==> config.mk <==
export PLATFORM = sky130hd
export DESIGN_NAME = eiie_top
export DESIGN_NICKNAME = d
export VERILOG_FILES = /design/src/eiie_pkg.sv /design/src/eiie_top.sv
export SDC_FILE = /design/constraint.sdc
export NUM_CORES = 1
export LEC_CHECK = 0
export BUFFER_PORTS_ARGS = -buffer_cell sky130_fd_sc_hd__buf_2
export CORE_ASPECT_RATIO = 0.9
export CORE_UTILIZATION = 46
export CTS_CLUSTER_DIAMETER = 150
export DETAILED_ROUTE_END_ITERATION = 10
export PLACE_DENSITY = 0.77
export RECOVER_POWER = 25
export SETUP_SLACK_MARGIN = 0.4
export SLEW_MARGIN = 40
export SYNTH_ARGS = -nofsm -noshare
export SYNTH_HDL_FRONTEND = slang
export SYNTH_SLANG_ARGS = --single-unit
export TNS_END_PERCENT = 50
==> constraint.sdc <==
create_clock -name clk_sys -period 1.5 [get_ports clk_sys]
set_input_delay 0.3 -clock clk_sys [delete_from_list [all_inputs] [get_ports clk_sys]]
set_output_delay 0.3 -clock clk_sys [all_outputs]
set_load 0.03 [all_outputs]
==> src/eiie_pkg.sv <==
// Purpose: Shared constants of the exit instruction-information encoder
// Assumes: APB slave with a 12-bit byte address and 32-bit data
// Notes:   Field positions are bit offsets into the 32-bit word
package eiie_pkg;

  // ----------------------------------------
  // Register map
  // ----------------------------------------
  localparam int         ADDR_W     = 12;
  localparam logic [11:0] OFF_INFO   = 12'h000;
  localparam logic [11:0] OFF_STATUS = 12'h004;
  localparam logic [11:0] OFF_CTRL   = 12'h008;

  // ----------------------------------------
  // Status and control bits
  // ----------------------------------------
  localparam int ST_VALID_BIT = 0;
  localparam int ST_KIND_BIT  = 1;
  localparam int ST_ERR_BIT   = 2;
  localparam int CT_EN_BIT    = 0;
  localparam int CT_EXT64_BIT = 1;

  // ----------------------------------------
  // Reset values
  // ----------------------------------------
  localparam logic [31:0] INFO_RST  = 32'h0000_0000;
  localparam logic        EN_RST    = 1'b1;
  localparam logic        EXT64_RST = 1'b1;

  // ----------------------------------------
  // Field positions in the information word
  // ----------------------------------------
  localparam int RND_DEST_LSB   = 3;
  localparam int RND_OPSZ_LSB   = 11;
  localparam int SG_SCALE_LSB   = 0;
  localparam int SG_ASZ_LSB     = 7;
  localparam int SG_MEMREG_BIT  = 10;
  localparam int SG_SEG_LSB     = 15;
  localparam int SG_IDX_LSB     = 18;
  localparam int SG_IDXINV_BIT  = 22;
  localparam int SG_BASE_LSB    = 23;
  localparam int SG_BASEINV_BIT = 27;

  // ----------------------------------------
  // Field codes
  // ----------------------------------------
  localparam logic [3:0] REG_LEGACY_MAX = 4'h7;
  localparam logic [1:0] OPSZ_UNUSED    = 2'h3;
  localparam logic [1:0] SCALE_X8       = 2'h3;
  localparam logic [2:0] ASZ_64         = 3'h2;
  localparam logic [2:0] SEG_MAX        = 3'h5;

endpackage

==> src/eiie_top.sv <==
// Purpose: Builds and holds the exit instruction-information word
// Assumes: Core pulses exit_strobe for one cycle with its fields valid
// Notes:   Illegal field values are zeroed and flagged, never encoded
`timescale 1ns/1ns

// What this block does
// - Random read: destination register in bits 6:3
// - Random read: operand size 12:11, never three
// - Structure group: index scaling in bits 1:0
// - Scaling ignored when index flagged absent
// - Structure group: address size 9:7, 0..2
// - Structure group: segment in 17:15, 0..5
// - Structure group: index register in 21:18
// - Bit 22 set when no index register
// - Structure group: base register in 26:23
// - Bit 27 set when no base register
module eiie_top (
  // Clock and reset
  input  wire logic                        clk_sys,
  input  wire logic                        arst_n,
  // APB slave
  input  wire logic                        psel,
  input  wire logic                        penable,
  input  wire logic                        pwrite,
  input  wire logic [eiie_pkg::ADDR_W-1:0] paddr,
  input  wire logic [31:0]                 pwdata,
  output logic      [31:0]                 prdata,
  output logic                             pready,
  output logic                             pslverr,
  // Exit report from the core
  input  wire logic                        exit_strobe,
  input  wire logic                        exit_is_struct,
  input  wire logic [3:0]                  rnd_dest_reg,
  input  wire logic [1:0]                  rnd_op_size,
  input  wire logic [1:0]                  sg_scale,
  input  wire logic [2:0]                  sg_addr_size,
  input  wire logic [2:0]                  sg_segment,
  input  wire logic [3:0]                  sg_index_reg,
  input  wire logic                        sg_index_valid,
  input  wire logic [3:0]                  sg_base_reg,
  input  wire logic                        sg_base_valid,
  // Word to the core
  output logic      [31:0]                 info_word,
  output logic                             info_valid
);

  // ----------------------------------------
  // State
  // ----------------------------------------
  typedef struct packed {
    logic [31:0] info;
    logic        valid;
    logic        kind;
    logic        err;
    logic        en;
    logic        ext64;
    logic [31:0] rdata;
    logic        slverr;
    logic        cap_rnd_d;
    logic        cap_sg_d;
    logic        ext64_d;
  } eiie_state_type;

  eiie_state_type s_r;
  eiie_state_type s_nxt;
  logic [31:0]    word;
  logic           bad;
  logic           capture;
  logic           setup;
  logic           wr_acc;

  assign setup   = psel & ~penable;
  assign wr_acc  = psel & penable & pwrite;
  assign capture = exit_strobe & s_r.en;

  // ----------------------------------------
  // Next state
  // ----------------------------------------
  always_comb begin
    s_nxt = s_r;
    word  = '0;
    bad   = 1'b0;

    if (!exit_is_struct) begin
      // Wide registers only exist on 64-bit capable cores
      if (s_r.ext64 || rnd_dest_reg <= eiie_pkg::REG_LEGACY_MAX) begin
        word[eiie_pkg::RND_DEST_LSB +: 4] = rnd_dest_reg;
      end else begin
        bad = 1'b1;
      end
      if (rnd_op_size != eiie_pkg::OPSZ_UNUSED) begin
        word[eiie_pkg::RND_OPSZ_LSB +: 2] = rnd_op_size;
      end else begin
        bad = 1'b1;
      end
    end else begin
      // Scaling left zero without an index, software ignores it
      if (sg_index_valid) begin
        if (sg_scale != eiie_pkg::SCALE_X8 || s_r.ext64) begin
          word[eiie_pkg::SG_SCALE_LSB +: 2] = sg_scale;
        end else begin
          bad = 1'b1;
        end
      end
      if (sg_addr_size < eiie_pkg::ASZ_64 ||
          (sg_addr_size == eiie_pkg::ASZ_64 && s_r.ext64)) begin
        word[eiie_pkg::SG_ASZ_LSB +: 3] = sg_addr_size;
      end else begin
        bad = 1'b1;
      end
      word[eiie_pkg::SG_MEMREG_BIT] = 1'b0;
      if (sg_segment <= eiie_pkg::SEG_MAX) begin
        word[eiie_pkg::SG_SEG_LSB +: 3] = sg_segment;
      end else begin
        bad = 1'b1;
      end
      if (sg_index_valid) begin
        if (s_r.ext64 || sg_index_reg <= eiie_pkg::REG_LEGACY_MAX) begin
          word[eiie_pkg::SG_IDX_LSB +: 4] = sg_index_reg;
        end else begin
          bad = 1'b1;
        end
      end
      word[eiie_pkg::SG_IDXINV_BIT] = ~sg_index_valid;
      if (sg_base_valid) begin
        if (s_r.ext64 || sg_base_reg <= eiie_pkg::REG_LEGACY_MAX) begin
          word[eiie_pkg::SG_BASE_LSB +: 4] = sg_base_reg;
        end else begin
          bad = 1'b1;
        end
      end
      word[eiie_pkg::SG_BASEINV_BIT] = ~sg_base_valid;
    end

    // Register writes; valid and error status bits clear on a written one
    if (wr_acc) begin
      if (paddr == eiie_pkg::OFF_STATUS) begin
        if (pwdata[eiie_pkg::ST_VALID_BIT]) begin
          s_nxt.valid = 1'b0;
        end
        if (pwdata[eiie_pkg::ST_ERR_BIT]) begin
          s_nxt.err = 1'b0;
        end
      end else if (paddr == eiie_pkg::OFF_CTRL) begin
        s_nxt.en    = pwdata[eiie_pkg::CT_EN_BIT];
        s_nxt.ext64 = pwdata[eiie_pkg::CT_EXT64_BIT];
      end
    end

    // Capture after the clears so a same-cycle clear never loses a new exit
    if (capture) begin
      s_nxt.info  = word;
      s_nxt.valid = 1'b1;
      s_nxt.kind  = exit_is_struct;
      if (bad) begin
        s_nxt.err = 1'b1;
      end
    end

    // Delayed copies let the checks see the capture cycle
    s_nxt.cap_rnd_d = capture & ~exit_is_struct;
    s_nxt.cap_sg_d  = capture & exit_is_struct;
    s_nxt.ext64_d   = s_r.ext64;

    // Read data sampled in the setup cycle, served in the access
    if (setup) begin
      s_nxt.rdata  = '0;
      s_nxt.slverr = 1'b0;
      unique case (paddr)
        eiie_pkg::OFF_INFO: begin
          s_nxt.rdata = s_r.info;
        end
        eiie_pkg::OFF_STATUS: begin
          s_nxt.rdata[eiie_pkg::ST_VALID_BIT] = s_r.valid;
          s_nxt.rdata[eiie_pkg::ST_KIND_BIT]  = s_r.kind;
          s_nxt.rdata[eiie_pkg::ST_ERR_BIT]   = s_r.err;
        end
        eiie_pkg::OFF_CTRL: begin
          s_nxt.rdata[eiie_pkg::CT_EN_BIT]    = s_r.en;
          s_nxt.rdata[eiie_pkg::CT_EXT64_BIT] = s_r.ext64;
        end
        default: begin
          s_nxt.slverr = 1'b1;
        end
      endcase
    end
  end

  // ----------------------------------------
  // Registers
  // ----------------------------------------
  always_ff @(posedge clk_sys or negedge arst_n) begin
    if (!arst_n) begin
      s_r        <= '0;
      s_r.info   <= eiie_pkg::INFO_RST;
      s_r.en     <= eiie_pkg::EN_RST;
      s_r.ext64  <= eiie_pkg::EXT64_RST;
    end else begin
      s_r <= s_nxt;
    end
  end

  // ----------------------------------------
  // Outputs
  // ----------------------------------------
  assign pready     = 1'b1;
  assign prdata     = s_r.rdata;
  assign pslverr    = s_r.slverr & psel & penable;
  assign info_word  = s_r.info;
  assign info_valid = s_r.valid;

  // ----------------------------------------
  // Checks
  // ----------------------------------------
  logic cap_rnd_d;
  logic cap_sg_d;
  logic ext64_d;

  assign cap_rnd_d = s_r.cap_rnd_d;
  assign cap_sg_d  = s_r.cap_sg_d;
  assign ext64_d   = s_r.ext64_d;

  AST_RND_DEST: assert property (@(posedge clk_sys) disable iff (!arst_n)
    (capture && !exit_is_struct && rnd_dest_reg <= eiie_pkg::REG_LEGACY_MAX)
    |=> info_word[6:3] == $past(rnd_dest_reg))
    else $error("destination register field wrong");

  AST_RND_WIDE: assert property (@(posedge clk_sys) disable iff (!arst_n)
    cap_rnd_d && !ext64_d |-> info_word[6] == 1'b0)
    else $error("wide register on a core without 64-bit support");

  AST_RND_OPSZ: assert property (@(posedge clk_sys) disable iff (!arst_n)
    (capture && !exit_is_struct) |=> info_word[12:11] != 2'h3 &&
    ($past(rnd_op_size) == 2'h3 || info_word[12:11] == $past(rnd_op_size)))
    else $error("operand size field wrong");

  AST_RND_UNDEF: assert property (@(posedge clk_sys) disable iff (!arst_n)
    cap_rnd_d |-> info_word[2:0] == 3'h0 && info_word[10:7] == 4'h0 &&
    info_word[31:13] == 19'h0)
    else $error("undefined random-read bits not zero");

  AST_SG_UNDEF: assert property (@(posedge clk_sys) disable iff (!arst_n)
    cap_sg_d |-> info_word[6:2] == 5'h0 && info_word[14:11] == 4'h0 &&
    info_word[31:28] == 4'h0)
    else $error("undefined structure-group bits not zero");

  AST_SG_SCALE: assert property (@(posedge clk_sys) disable iff (!arst_n)
    (capture && exit_is_struct && sg_index_valid && sg_scale != 2'h3)
    |=> info_word[1:0] == $past(sg_scale))
    else $error("scaling field wrong");

  AST_SG_NOIDX: assert property (@(posedge clk_sys) disable iff (!arst_n)
    (capture && exit_is_struct && !sg_index_valid)
    |=> info_word[1:0] == 2'h0 && info_word[21:18] == 4'h0)
    else $error("fields without index register not zero");

  AST_SG_ASZ: assert property (@(posedge clk_sys) disable iff (!arst_n)
    cap_sg_d |-> info_word[9:7] <= 3'h2 &&
    (ext64_d || info_word[9:7] != 3'h2))
    else $error("address size out of range");

  AST_SG_MEM: assert property (@(posedge clk_sys) disable iff (!arst_n)
    cap_sg_d |-> !info_word[10])
    else $error("memory/register bit set");

  AST_SG_SEG: assert property (@(posedge clk_sys) disable iff (!arst_n)
    (capture && exit_is_struct) |=> info_word[17:15] <= 3'h5 &&
    ($past(sg_segment) > 3'h5 || info_word[17:15] == $past(sg_segment)))
    else $error("segment field wrong");

  AST_SG_IDX: assert property (@(posedge clk_sys) disable iff (!arst_n)
    (capture && exit_is_struct && sg_index_valid &&
     sg_index_reg <= eiie_pkg::REG_LEGACY_MAX)
    |=> info_word[21:18] == $past(sg_index_reg))
    else $error("index register field wrong");

  AST_SG_IDXINV: assert property (@(posedge clk_sys) disable iff (!arst_n)
    (capture && exit_is_struct) |=> info_word[22] == !$past(sg_index_valid))
    else $error("index invalid bit wrong");

  AST_SG_BASE: assert property (@(posedge clk_sys) disable iff (!arst_n)
    (capture && exit_is_struct && sg_base_valid &&
     sg_base_reg <= eiie_pkg::REG_LEGACY_MAX)
    |=> info_word[26:23] == $past(sg_base_reg))
    else $error("base register field wrong");

  AST_SG_BASEINV: assert property (@(posedge clk_sys) disable iff (!arst_n)
    (capture && exit_is_struct) |=> info_word[27] == !$past(sg_base_valid) &&
    info_valid)
    else $error("base invalid bit wrong");

  AST_SG_SCALE_WIDE: assert property (@(posedge clk_sys) disable iff (!arst_n)
    cap_sg_d && !ext64_d |-> info_word[1:0] != 2'h3)
    else $error("scale by eight on a core without 64-bit support");

  AST_SG_IDX_WIDE: assert property (@(posedge clk_sys) disable iff (!arst_n)
    cap_sg_d && !ext64_d |-> info_word[21] == 1'b0)
    else $error("wide index register on a core without 64-bit support");

  AST_SG_BASE_WIDE: assert property (@(posedge clk_sys) disable iff (!arst_n)
    cap_sg_d && !ext64_d |-> info_word[26] == 1'b0)
    else $error("wide base register on a core without 64-bit support");

endmodule

==> impl_metrics.py <==
metrics = {
    "yosys": {
        "async_reset_ff_share_pct": 100,
        "synth_compound_area_share_pct": 16.6,
        "ys_types": 35,
        "synthSimpleGateAreaFrac_pct": 12.6,
        "yosysWarningCount": 0,
        "synth_enable_flop_cells": 0,
        "synthCells": 267,
        "synth_top_family_by_area": "buffers and inverters",
        "avgSynthCellArea_sq_um": 10.5,
        "synth-xor-area-share_pct": 0,
        "synthAdderAreaFrac_pct": 0,
        "synthFlopType": "dfrtp_1",
        "synthesis.area_sq_mm": 0.00280,
        "ys_seq_area_share_pct": 49.2,
        "ys_ff_latch": 55,
        "synth_mux_area_share_pct": 1.52,
    },
    "setup_path": {
        "worstPathRequired_ps": 1750,
        "endpoint": "prdata[3]",
        "slowest_delay_ps": 420,
        "rr_worst_depth": 4,
        "crit-reg2reg-launch": "s_r[37]",
        "start_kind": "input pin",
        "worst-path-max-fanout": 22,
        "crit_chain": "buf_6 > nor4_4 > or3b_4 > nor3_4 > buf_12 > a22o_2",
        "r2r_end": "info_word[18]",
        "rrSetupSlack_ps": 220,
        "crit_path_start": "paddr[7]",
        "cp_slowest_cell": "or3b_4",
        "worst-setup-path-type": "in -> reg",
        "arrival_ps": 1610,
        "crit_path_end_kind": "register",
    },
    "floorplan": {
        "coreArea_sq_mm": 0.00579,
        "die_height_um": 76.1,
        "initial_utilization_pct": 48.4,
        "rows": 26,
        "ios": 142,
        "die-area_sq_mm": 0.00641,
        "die_w_um": 84.3,
    },
    "status": {
        "violations": "DRC",
        "status": "finished, violations left",
    },
    "drt": {
        "drtIter0Drc": 79,
        "route.top_layer_used": "met4",
        "num_vias": 2148,
        "wl_per_cell_um": 15.6,
        "wl_met2_um": 3220,
        "ant_nets": 0,
        "wl_met1_um": 2990,
        "drc": 15,
        "drt-vias-per-instance": 5.08,
        "wirelength_um": 6610,
        "dr.pass1.iters": 7,
        "wl_met3_um": 350,
    },
    "clocking": {
        "h-tree-depth": 2,
        "clkSlewWorstSetupHoldPaths_ps": 100,
        "cts_root_buffer": "clkbuf_8",
        "clkLatencyLatePin_ps": 300,
        "cts_sinks": 55,
        "numCtsBuffers": 5,
        "clock_path_buffers": 2,
        "cts_tree": "done",
    },
    "power_and_ir_drop": {
        "clkPwrFrac_pct": 36.8,
        "p_leak_nw": 1.97,
        "combinationalPowerShare_pct": 9.7,
        "switching_share_pct": 24.1,
        "p_seq_share_pct": 53.5,
        "ir_drop_mv": 0.401,
        "p_switching_w": 0.000672,
        "power.density_mw_per_mm2": 741,
        "p_int_w": 0.00211,
    },
    "layout": {
        "most-common-layout-cells": "69 x buf_2, 53 x dfrtp_1, 35 x buf_6, 32 x nand2_1, 30 x buf_4",
        "num_antenna_cells": 0,
        "area_growth_pct": 34.1,
        "utilization_pct": 64.9,
        "fin_area_sq_mm": 0.00376,
        "final_common_cell": "buf_2",
        "drive_gt1_share_pct": 55.2,
        "fin_nets": 427,
    },
    "timing": {
        "maxSlewHeadroom_pct": 49.1,
        "period_share_pct": 90.6,
        "timing.fmax_mhz": 736,
        "final_hold_viol_count": 0,
        "tightest_slew_ps": 763,
        "min_period_ps": 1360,
        "slew_viol_final": 0,
        "rsz0062_at_grt": "yes",
        "skew_ps": 4.53,
        "setup_viol": 0,
    },
    "place": {
        "place.gp.congestion": 0.838,
        "dp_hpwl_um": 4300,
        "dpl_cell_area_sq_mm": 0.00305,
        "port_buffers": 96,
    },
    "run": {
        "drv_cap": 0,
    },
    "hold_path": {
        "hp-class": "in -> reg",
    },
    "global_routing": {
        "grt_pass1_vias": 2146,
        "grt.total_usage_pct": 20.7,
        "antenna_found_initial": 0,
        "grt_pass1_wl_um": 10400,
        "overflow": 0,
        "grt_start_max_net_pins": 56,
    },
}
[critical path, delay by kind of cell]
kind                   cells  cell delay, ps
buffers and inverters      2             290
AO/OA/AOI/OAI              1             150
AND/OR/NAND/NOR            3             860
[worst min-delay path by stage]
stage / to / depth (start not counted) / startpoint / slack, ps
after floorplan: info_valid / 0 / arst_n / 4
after global placement: prdata[9] / 2 / arst_n / 320
after detailed placement: prdata[5] / 2 / arst_n / 320
after CTS: info_word[23] / 2 / sg_base_reg[0] / 200
after global routing: info_word[23] / 2 / sg_base_reg[0] / 210
final: info_word[19] / 2 / sg_index_reg[1] / 210
[power by group through the flow]
stage / Combinational (W) / Sequential (W) / Clock (W)
after detailed placement: 0.000240 / 0.00152 / 0
final: 0.000269 / 0.00149 / 0.00103
after global placement: 0.000237 / 0.00152 / 0
after global routing: 0.000293 / 0.00149 / 0.00111
after floorplan: 0.000140 / 0.00152 / 0
after CTS: 0.000264 / 0.00149 / 0.00104
[final cells by class]
cell class | instances | area, sq um
Clock buffer | 6 | 82.6
Fill cell | 491 | 2030
Timing Repair Buffer | 140 | 1060
Sequential cell | 55 | 1380
Multi-Input combinational cell | 147 | 1100
Clock inverter | 2 | 35.0
Inverter | 3 | 11.3
Tap cell | 70 | 87.6
[through the flow]
| stage | TNS [ps] | setup slack [ps] | total power, W | hold WS, ps | std cells |
|---|---|---|---|---|---|
| floorplan | 0 | 20.4 | 0.00166 | 4.41 | 281 |
| global placement | -3210 | -145 | 0.00176 | 319 | 384 |
| detailed placement | -4280 | -199 | 0.00176 | 317 | 384 |
| CTS | 0 | 151 | 0.00280 | 198 | 411 |
| global route | 0 | 76.5 | 0.00289 | 208 | 423 |
| finish | 0 | 142 | 0.00279 | 205 | 423 |
[what timing repair did]
item	in CTS	in global routing
gates cloned	2	0
gates resized for setup	57	53
hold buffers	1	0
endpoints found under the hold margin	53	0
endpoints found under the setup margin	102	104
buffers inserted	16	12
pin swaps	14	11
[cell families (layout without fill, tap and decap cells)]
family / after synthesis / count (layout)
flip-flops: 55 / 55
other: 2 / 16
AND/OR/NAND/NOR: 69 / 69
AO/OA/AOI/OAI: 58 / 58
multiplexers: 4 / 4
buffers and inverters: 79 / 151
[routing by layer]
metal | GRT usage [%] | up-vias
met5 | 0 | -
met4 | 4.66 | 0
met3 | 3.90 | 6
met2 | 34.6 | 81
met1 | 28.0 | 1044
li1 | - | 1017
[flip-flops by register name, summed over array words and instances, names as in the netlist]
signal,flops
s_nxt,1
info_word,24
prdata,25
s_r,4
info_valid,1
[Yosys cell counts (2+ instances only)]
cell      instances  area (sq um)
clkbuf_1          9          33.8
and3_1            2          12.5
nand4_1           2          12.5
nand3b_1          2          15.0
a21oi_1           5          25.0
nor3_1            3          15.0
nand3_1           4          20.0
and2_1            3          18.8
mux2i_1           2          20.0
nor2b_1           5          31.3
nor2_1            3          11.3
dfrtp_1          53          1330
buf_4            65           488
mux2_2            2          22.5
nand2_1          37           139
a32o_1            3          30.0
inv_1             3          11.3
o31ai_1           6          45.0
o21ai_0          11          55.1
a22o_2           19           190
a22o_1           11          96.3
conb_1            2          7.51
buf_6             2          22.5
dfstp_2           2          52.6
Note: power is estimated with default switching activity, not from simulation.
